## src/core/nand_host_pkg.sv

```systemverilog
// Constants and carrier types for the NAND bus host sequencer
package nand_host_pkg;
    localparam logic [7:0] cmd_read_setup   = 8'h00;
    localparam logic [7:0] cmd_read_confirm = 8'h30;
    localparam logic [7:0] cmd_copy_confirm = 8'h35;
    localparam logic [7:0] cmd_rnd_out      = 8'h05;
    localparam logic [7:0] cmd_rnd_out_conf = 8'he0;
    localparam logic [7:0] cmd_prog_setup   = 8'h80;
    localparam logic [7:0] cmd_rnd_in       = 8'h85;
    localparam logic [7:0] cmd_prog_confirm = 8'h10;
    localparam logic [7:0] cmd_erase_setup  = 8'h60;
    localparam logic [7:0] cmd_erase_conf   = 8'hd0;
    localparam logic [7:0] cmd_status       = 8'h70;
    localparam logic [7:0] cmd_reset        = 8'hff;
    localparam int         status_rdy_bit   = 6;
    localparam int         status_fail_bit  = 0;
    localparam int         page_bytes       = 2112;
    localparam int         full_addr_cycles = 5;
    localparam int         blk_addr_cycles  = 3;
    localparam int         addr_bits        = 29;
    localparam int         col_bits         = 12;
    localparam int         page_load_time_ns = 25000;
    localparam int         clk_period_ns    = 10;
    localparam int         page_load_cycles =
        (page_load_time_ns + clk_period_ns - 1) / clk_period_ns;
    // Strobe phases: low half and high half of each bus cycle
    localparam logic [2:0] strobe_half      = 3'h2;
    localparam logic [2:0] strobe_len_w     = 3'h3;

    // Operation kinds requested by the user side
    typedef enum logic [3:0] {
        op_read      = 4'h0,
        op_program   = 4'h1,
        op_erase     = 4'h2,
        op_copy_read = 4'h3,
        op_copy_prog = 4'h4,
        op_rnd_out   = 4'h5,
        op_status    = 4'h6,
        op_reset     = 4'h7
    } op_type;

    typedef struct packed {
        op_type      op;
        logic [28:0] addr;   // A29..A1 packed as row[16:0], col[11:0]
        logic [11:0] count;  // data bytes to move
    } req_type;

    typedef struct packed {
        logic       done;
        logic       fail;
        logic [7:0] status;
    } rsp_type;
endpackage

```

## src/core/nand_bus_and_operation_sequencer.sv

```systemverilog
// Host sequencer that drives a large-page NAND device over its pins
// How it works
// - Command byte on rising write strobe
// - Hold write protect high for program/erase
// - Five address cycles (three for erase, two for random out), address latch high
// - Program bytes one per write strobe
// - Read bytes one per read strobe
// - Page read: 00h, address, 30h
// - Partial programs limited per segment (not enforced: no count of programs is kept)
// - Program pages in ascending order (not enforced: each row is sent as requested)
// - Program load: 80h, address, data
// - Erase: 60h, three row cycles, D0h
// - Copy-back: 85h, address, data, 10h
// - Copy pages share plane and parity (not checked: source and target rows are sent as requested)
`timescale 1ns/100ps
`default_nettype none
module nand_bus_and_operation_sequencer (
    // Clock and reset
    input  wire logic                  ref_clk,
    input  wire logic                  resetn,
    // Request side
    input  wire nand_host_pkg::req_type req,
    input  wire logic                  req_valid,
    output logic                       req_ready,
    output nand_host_pkg::rsp_type     rsp,
    // Write data stream into the device
    input  wire logic [7:0]            wr_data,
    input  wire logic                  wr_valid,
    output logic                       wr_ready,
    // Read data stream out of the device
    output logic [7:0]                 rd_data,
    output logic                       rd_valid,
    input  wire logic                  rd_ready,
    // NAND pins
    output logic                       chip_sel_n,
    output logic                       cmd_latch,
    output logic                       addr_latch,
    output logic                       write_strobe_n,
    output logic                       read_strobe_n,
    output logic                       write_prot_n,
    output logic [7:0]                 io_bus_out,
    output logic                       io_bus_oe,
    input  wire logic [7:0]            io_bus_in,
    input  wire logic                  ready_busy
);
    typedef enum logic [7:0] {
        st_idle  = 8'h01,
        st_cmd1  = 8'h02,
        st_addr  = 8'h04,
        st_cmd2  = 8'h08,
        st_wait  = 8'h10,
        st_data  = 8'h20,
        st_poll  = 8'h40,
        st_fin   = 8'h80
    } state_type;
    state_type                state_ff, nxt_state;
    nand_host_pkg::req_type   req_ff;
    logic [2:0]               ph_ff, acnt_ff;
    logic [11:0]              dcnt_ff;
    logic [14:0]              wcnt_ff;
    logic                     rb_meta_ff, rb_ff;
    logic [7:0]               io_meta_ff, io_ff, byte_ff, rsp_stat_ff;
    logic                     rsp_done_ff, rsp_fail_ff, stat_ff;
    // Two-entry read buffer
    logic [7:0]               buf_ff [2];
    logic                     wp_ff, rp_ff;
    logic [1:0]               cnt_ff;
    // Pins pass two flops before use
    always_ff @(posedge ref_clk or negedge resetn) begin
        if (!resetn) begin
            rb_meta_ff <= 1'b0;
            rb_ff      <= 1'b0;
            io_meta_ff <= 8'h00;
            io_ff      <= 8'h00;
        end else begin
            rb_meta_ff <= ready_busy;
            rb_ff      <= rb_meta_ff;
            io_meta_ff <= io_bus_in;
            io_ff      <= io_meta_ff;
        end
    end
    function automatic logic [7:0] addr_byte(
        input logic [28:0] a, input logic [2:0] i);
        logic [7:0] r;
        case (i)
            3'h0: r = a[7:0];
            3'h1: r = {4'h0, a[11:8]};
            3'h2: r = a[19:12];
            3'h3: r = a[27:20];
            default: r = {7'h00, a[28]};
        endcase
        return r;
    endfunction
    wire nand_host_pkg::op_type op = req_ff.op;
    wire is_erase   = (op == nand_host_pkg::op_erase);
    wire is_prog    = (op == nand_host_pkg::op_program) ||
                      (op == nand_host_pkg::op_copy_prog);
    wire is_read    = (op == nand_host_pkg::op_read) ||
                      (op == nand_host_pkg::op_rnd_out);
    wire one_cmd    = (op == nand_host_pkg::op_status) ||
                      (op == nand_host_pkg::op_reset);
    wire col_only   = (op == nand_host_pkg::op_rnd_out);
    // Erase skips the two column cycles
    wire [2:0] a_first = is_erase ? 3'h2 : 3'h0;
    wire [2:0] a_last  = col_only ? 3'h1 : 3'h4;
    wire [7:0] cmd1 =
        is_erase ? nand_host_pkg::cmd_erase_setup :
        (op == nand_host_pkg::op_program) ? nand_host_pkg::cmd_prog_setup :
        (op == nand_host_pkg::op_copy_prog) ? nand_host_pkg::cmd_rnd_in :
        col_only ? nand_host_pkg::cmd_rnd_out :
        (op == nand_host_pkg::op_status) ? nand_host_pkg::cmd_status :
        (op == nand_host_pkg::op_reset) ? nand_host_pkg::cmd_reset :
        nand_host_pkg::cmd_read_setup;
    wire [7:0] cmd2 =
        stat_ff ? nand_host_pkg::cmd_status :
        is_erase ? nand_host_pkg::cmd_erase_conf :
        is_prog ? nand_host_pkg::cmd_prog_confirm :
        col_only ? nand_host_pkg::cmd_rnd_out_conf :
        (op == nand_host_pkg::op_copy_read) ?
            nand_host_pkg::cmd_copy_confirm :
        nand_host_pkg::cmd_read_confirm;
    wire ph_end   = (ph_ff == nand_host_pkg::strobe_len_w);
    wire ph_low   = (ph_ff < nand_host_pkg::strobe_half);
    wire buf_full = (cnt_ff == 2'h2);
    wire data_go  = is_prog ? wr_valid : !buf_full;
    wire in_data  = (state_ff == st_data);
    wire in_addr  = (state_ff == st_addr);
    wire in_cmd   = (state_ff == st_cmd1) || (state_ff == st_cmd2);
    wire wait_ok  = rb_ff && (wcnt_ff == 15'h0000);
    wire cycle_on = in_cmd || in_addr || (in_data && (ph_ff != 3'h0 ||
                    data_go));
    always_comb begin
        nxt_state = state_ff;
        case (state_ff)
            st_idle: if (req_valid) nxt_state = st_cmd1;
            st_cmd1: if (ph_end)
                nxt_state = one_cmd ? (op == nand_host_pkg::op_reset ?
                    st_wait : st_poll) : st_addr;
            st_addr: if (ph_end && acnt_ff == a_last)
                nxt_state = (is_prog && req_ff.count != 12'h000) ?
                    st_data : (op == nand_host_pkg::op_program ?
                    st_fin : st_cmd2);
            st_cmd2: if (ph_end)
                nxt_state = stat_ff ? st_poll : (col_only ? st_data : st_wait);
            st_wait: if (wait_ok)
                nxt_state = (is_read && req_ff.count != 12'h000) ?
                    st_data : (op == nand_host_pkg::op_reset) ?
                    st_fin : st_cmd2;
            st_data: if (ph_end && dcnt_ff == 12'h001)
                nxt_state = is_prog ? st_cmd2 : st_fin;
            st_poll: if (ph_end) nxt_state = st_fin;
            st_fin:  nxt_state = st_idle;
            default: nxt_state = st_idle;
        endcase
    end

    always_ff @(posedge ref_clk or negedge resetn) begin
        if (!resetn) begin
            state_ff <= st_idle;
            req_ff   <= '0;
            ph_ff    <= 3'h0;
            acnt_ff  <= 3'h0;
            dcnt_ff  <= 12'h000;
            wcnt_ff  <= 15'h0000;
        end else begin
            state_ff <= nxt_state;
            if (state_ff == st_idle && req_valid) req_ff <= req;
            ph_ff <= (state_ff != nxt_state || ph_end || !cycle_on &&
                      state_ff != st_poll) ? 3'h0 : ph_ff + 3'h1;
            if (state_ff == st_cmd1)
                acnt_ff <= a_first;
            else if (in_addr && ph_end)
                acnt_ff <= acnt_ff + 3'h1;
            if (state_ff == st_idle)
                dcnt_ff <= req.count;
            else if (in_data && ph_end)
                dcnt_ff <= dcnt_ff - 12'h001;
            // Busy may not show for a few cycles, so wait the minimum
            if (state_ff == st_cmd2 || state_ff == st_cmd1)
                wcnt_ff <= 15'(nand_host_pkg::strobe_len_w) + 15'h0004;
            else if (wcnt_ff != 15'h0000)
                wcnt_ff <= wcnt_ff - 15'h0001;
        end
    end

    // Pin drive
    wire wr_cycle = in_cmd || in_addr || (in_data && is_prog);
    always_ff @(posedge ref_clk or negedge resetn) begin
        if (!resetn) begin
            byte_ff <= 8'h00;
        end else if (state_ff == st_cmd1) begin
            byte_ff <= cmd1;
        end else if (state_ff == st_cmd2) begin
            byte_ff <= cmd2;
        end else if (in_addr) begin
            byte_ff <= addr_byte(req_ff.addr, acnt_ff);
        end else if (in_data && is_prog && ph_ff == 3'h0) begin
            byte_ff <= wr_data;
        end
    end
    assign io_bus_out     = in_cmd ? ((state_ff == st_cmd1) ? cmd1 : cmd2)
                          : byte_ff;
    assign io_bus_oe      = wr_cycle;
    assign chip_sel_n     = (state_ff == st_idle) || (state_ff == st_fin);
    assign cmd_latch      = in_cmd;
    assign addr_latch     = in_addr;
    assign write_strobe_n = !(wr_cycle && cycle_on && ph_low);
    assign read_strobe_n  = !(((in_data && !is_prog && cycle_on) ||
                              state_ff == st_poll) && ph_low);
    // Protect released only while a program or erase is selected
    assign write_prot_n   = (is_prog || is_erase) && !chip_sel_n;
    assign wr_ready       = in_data && is_prog && ph_ff == 3'h0;
    assign req_ready      = (state_ff == st_idle);

    wire cap_rd = in_data && !is_prog && ph_ff == nand_host_pkg::strobe_half;
    wire cap_st = (state_ff == st_poll) && ph_end;
    always_ff @(posedge ref_clk or negedge resetn) begin
        if (!resetn) begin
            rsp_done_ff <= 1'b0;
            rsp_fail_ff <= 1'b0;
            rsp_stat_ff <= 8'h00;
            stat_ff     <= 1'b0;
        end else begin
            rsp_done_ff <= (state_ff == st_fin);
            stat_ff     <= (state_ff == st_wait) ? wait_ok :
                           stat_ff && (state_ff != st_fin);
            if (cap_st) begin
                rsp_stat_ff <= io_ff;
                rsp_fail_ff <= io_ff[nand_host_pkg::status_fail_bit];
            end
        end
    end
    assign rsp = '{done: rsp_done_ff, fail: rsp_fail_ff,
                   status: rsp_stat_ff};

    // Read buffer: strobe pauses while both entries are held
    wire push = cap_rd;
    wire pop  = rd_valid && rd_ready;
    always_ff @(posedge ref_clk or negedge resetn) begin
        if (!resetn) begin
            wp_ff  <= 1'b0;
            rp_ff  <= 1'b0;
            cnt_ff <= 2'h0;
        end else begin
            if (push) wp_ff <= !wp_ff;
            if (pop)  rp_ff <= !rp_ff;
            cnt_ff <= cnt_ff + {1'b0, push} - {1'b0, pop};
        end
    end
    always_ff @(posedge ref_clk) begin
        if (push) buf_ff[wp_ff] <= io_ff;
    end
    assign rd_data  = buf_ff[rp_ff];
    assign rd_valid = (cnt_ff != 2'h0);
endmodule
`default_nettype wire

```

## config.mk

```make
export PLATFORM = sky130hd
export DESIGN_NAME = nand_bus_and_operation_sequencer
export DESIGN_NICKNAME = d
export VERILOG_FILES = /design/src/core/nand_host_pkg.sv /design/src/core/nand_bus_and_operation_sequencer.sv
export SDC_FILE = /design/constraint.sdc
export NUM_CORES = 1
export LEC_CHECK = 0
export BUFFER_PORTS_ARGS = -buffer_cell sky130_fd_sc_hd__buf_2
export CORE_MARGIN = 1.5
export CORE_UTILIZATION = 35
export DETAILED_ROUTE_END_ITERATION = 10
export PLACE_DENSITY = 0.64
export SLEW_MARGIN = 20
export SYNTH_ARGS = -nofsm -noshare
export SYNTH_HDL_FRONTEND = slang
export SYNTH_SLANG_ARGS = --single-unit
```

## constraint.sdc

```tcl
create_clock -name ref_clk -period 2.95 [get_ports ref_clk]
set_input_delay 0.59 -clock ref_clk [delete_from_list [all_inputs] [get_ports ref_clk]]
set_output_delay 0.59 -clock ref_clk [all_outputs]
set_load 0.02 [all_outputs]
```

==> metrics.csv <==
metric;value;unit
Synth Area per Inst;11.3;µm²
CTS Hold Bufs;0;
Seq/Total Area, Yosys;53.4;%
starting density of the core;36.0;%
first-pass GRT wire length;26.7;mm
Die X;142;µm
# fillers;1814;
Hold WS;100;ps
vias in the first global route;5019;
Top Ports;103;
Post-Syn Instances;600;
Distinct cells, synth;74;
P_leak;3.68;nW
Skew-Pair Late Insertion Delay;420;ps
part of the cycle the worst path needs;97.4;%
die height;142;µm
RSZ-0062 raised after global routing;false;
maximum clock frequency;348;MHz
n_diodes;0;
yosys warns;0;
site row count;50;
number of synthesized flops with an enable pin;16;
CTS H-tree lvls;4;
peak fanout along the critical path;12;
Placed Cells;952;
largest net degree at the start of global routing;49;
Critical Path End Type;output pin;
Max transition margin;58.6;%
worst slew pin tran;621;ps
outcome;complete, no violations;
# setup viols final;0;
Die Area;0.0203;mm²
Syn-to-layout area delta;21.8;%
Root Buffer;clkbuf_16;
CP max-delay cell;or4b_2;
fin nets;794;
per-cell routed wire length;16.7;µm
Worst Path Required;2360;ps
most common cell after layout, fill and taps aside;dfrtp_1;
most frequent cells in the layout;dfrtp_1, buf_2, mux2_2;
Setup crit start kind;register;
VDD IR-drop max;0.527;mV
reg-to-reg setup timing slack;520;ps
Hold Fails Final Rpt;0;
Fin Setup TNS;0;ps
RR Startpoint;op[2];
Total GRT Usage;17.1;%
Synth Cell Area;0.00681;mm²
CP endpoint;io_bus_out[6];
share of cells above drive strength 1;31.9;%
critical setup path kind;reg -> out;
Final ANT Viol Nets;0;
max-cap violation count;0;
arrival time worst endpoint;2280;ps
slowest stage delay, CP;680;ps
CTS clk-pin slew, worst paths;60;ps
routed wire length;16.5;mm
Port-buffer cells;102;
Pwr per Cell Area;948;mW/mm²
CTS Buf Count;17;
worst reg2reg endpoint;cnt_ff[1];
Mapped Nets;682;
TritonCTS clock tree;done;
CTS max path bufs;2;
DR vias/cell;5.24;
Slew Viols, Final;0;
Min-Delay Path Class;in -> async;
CP startpoint;op[3];
initial antenna violation count;0;
core area;0.0189;mm²
clock sink count;142;
First-pass DRT Iterations;6;
total power;7.86;mW
Post-synth ARST share;88.7;%
# DRC;0;
Overflow after GRT;0;
Synth Flop Type;dfrtp_1;
final RePlAce weighted congestion;0.931;
Cell Chain, Critical Path;or4b_2 > nor3b_1 > o22ai_1 > a21o_1 > buf_2;
DRT iter0 DRCs;306;
Finished Layout Cells;985;
post-route minimum period;2870;ps
total number of vias;5160;
Final HPWL DP;12.0;mm
clk_skew;8.41;ps
Synth Register Bits;142;
worst r2r path cells;11;
-- layout make-up --
| cell class | count | area, µm² | area share (%) |
|---|---|---|---|
| Timing Repair Buffer | 122 | 676 | 8.15 |
| Clock buffer | 23 | 478 | 5.76 |
| Sequential cell | 142 | 3640 | 43.9 |
| Clock inverter | 9 | 134 | 1.61 |
| Tap cell | 260 | 325 | 3.92 |
| Inverter | 22 | 82.6 | 0.996 |
| Multi-Input combinational cell | 407 | 2960 | 35.7 |
-- synthesized netlist by cell type (all sizes together), types with 6 or more instances --
master | number | area, µm²
a31oi | 6 | 37.5
a21o | 7 | 52.6
nand4 | 10 | 62.6
or3 | 7 | 45.1
buf | 14 | 85.1
xor2 | 12 | 105
xnor2 | 8 | 70.1
nor4 | 15 | 115
ha | 15 | 188
edfxtp | 16 | 480
nor2b | 9 | 56.3
dfrtp | 125 | 3130
clkbuf | 15 | 56.3
inv | 22 | 82.6
a222oi | 7 | 70.1
o21ai | 24 | 120
nand2 | 40 | 158
nand3 | 24 | 120
and2 | 6 | 37.5
mux2 | 61 | 687
a21oi | 18 | 90.1
nand4b | 6 | 52.6
o211ai | 9 | 67.6
nor3 | 16 | 101
nor2 | 44 | 168
-- timing repair --
action                     CTS  global route
gates resized for setup      1             3
buffers inserted             0             1
setup endpoints to repair    1             8
pin swaps                    0             1
-- layer usage --
layer | up-vias | global-route usage, % | wire (µm)
met3 | 27 | 3.97 | 866
li1 | 2428 | - | -
met1 | 2535 | 23.9 | 7610
met2 | 170 | 26.0 | 7720
met4 | 0 | 5.86 | 287
met5 | - | 0 | 0
-- worst min-delay path by stage --
stage | startpoint | to | slack (ps) | cells after the start
floorplan | resetn | acnt_ff[0] | 290 | 0
global route | resetn | req_ff[10] | 110 | 1
finish | resetn | io_meta_ff[6] | 100 | 1
global placement | io_meta_ff[2] | io_ff[2] | 330 | 0
CTS | resetn | req_ff[10] | 110 | 1
detailed placement | io_meta_ff[1] | io_ff[1] | 340 | 0
-- registers in the layout (all words and copies together) (netlist names) --
register,cells
req_ff,41
buf_ff,16
wcnt_ff,15
dcnt_ff,12
byte_ff,8
io_ff,8
io_meta_ff,8
rsp_stat_ff,8
state_ff,8
op,4
acnt_ff,3
ph_ff,3
cnt_ff,2
rb_ff,1
rb_meta_ff,1
rp_ff,1
rsp_done_ff,1
stat_ff,1
wp_ff,1
-- logic make-up (layout without fill, tap and decap cells) --
family / Yosys count / count (layout) / share of synthesized area (%)
multiplexers: 62 / 62 / 10.2
buffers and inverters: 51 / 176 / 3.29
XOR/XNOR: 20 / 20 / 2.57
AO/OA/AOI/OAI: 102 / 102 / 10.3
adder cells (fa/ha/maj): 15 / 15 / 2.76
flip-flops: 142 / 142 / 53.4
AND/OR/NAND/NOR: 208 / 208 / 17.4
-- per-stage QoR --
step	util, %	worst slack (ps)	area (µm²)
final	43.9	77.8	8290
after global routing	43.9	3.40	8290
after global placement	40.5	508	7660
after floorplan	-	641	6810
after detailed placement	40.5	465	7660
after CTS	43.8	1.23	8280
-- critical path: cells and delay by family (launching register included) --
family	cells	cell delay (ps)
AOI/OAI and AO/OA	2	380
buffers and inverters	1	170
DFF	1	480
and+or+nand+nor	2	850
-- where the power goes --
| part | internal (mW) | switching [mW] | leakage, nW | total [mW] |
|---|---|---|---|---|
| Clock | 1.40 | 0.822 | 0.294 | 2.22 |
| Combinational | 1.17 | 1.39 | 1.70 | 2.56 |
| Sequential | 2.58 | 0.499 | 1.68 | 3.08 |
| Total | 5.14 | 2.71 | 3.68 | 7.86 |
(Power assumes the default switching activity.)
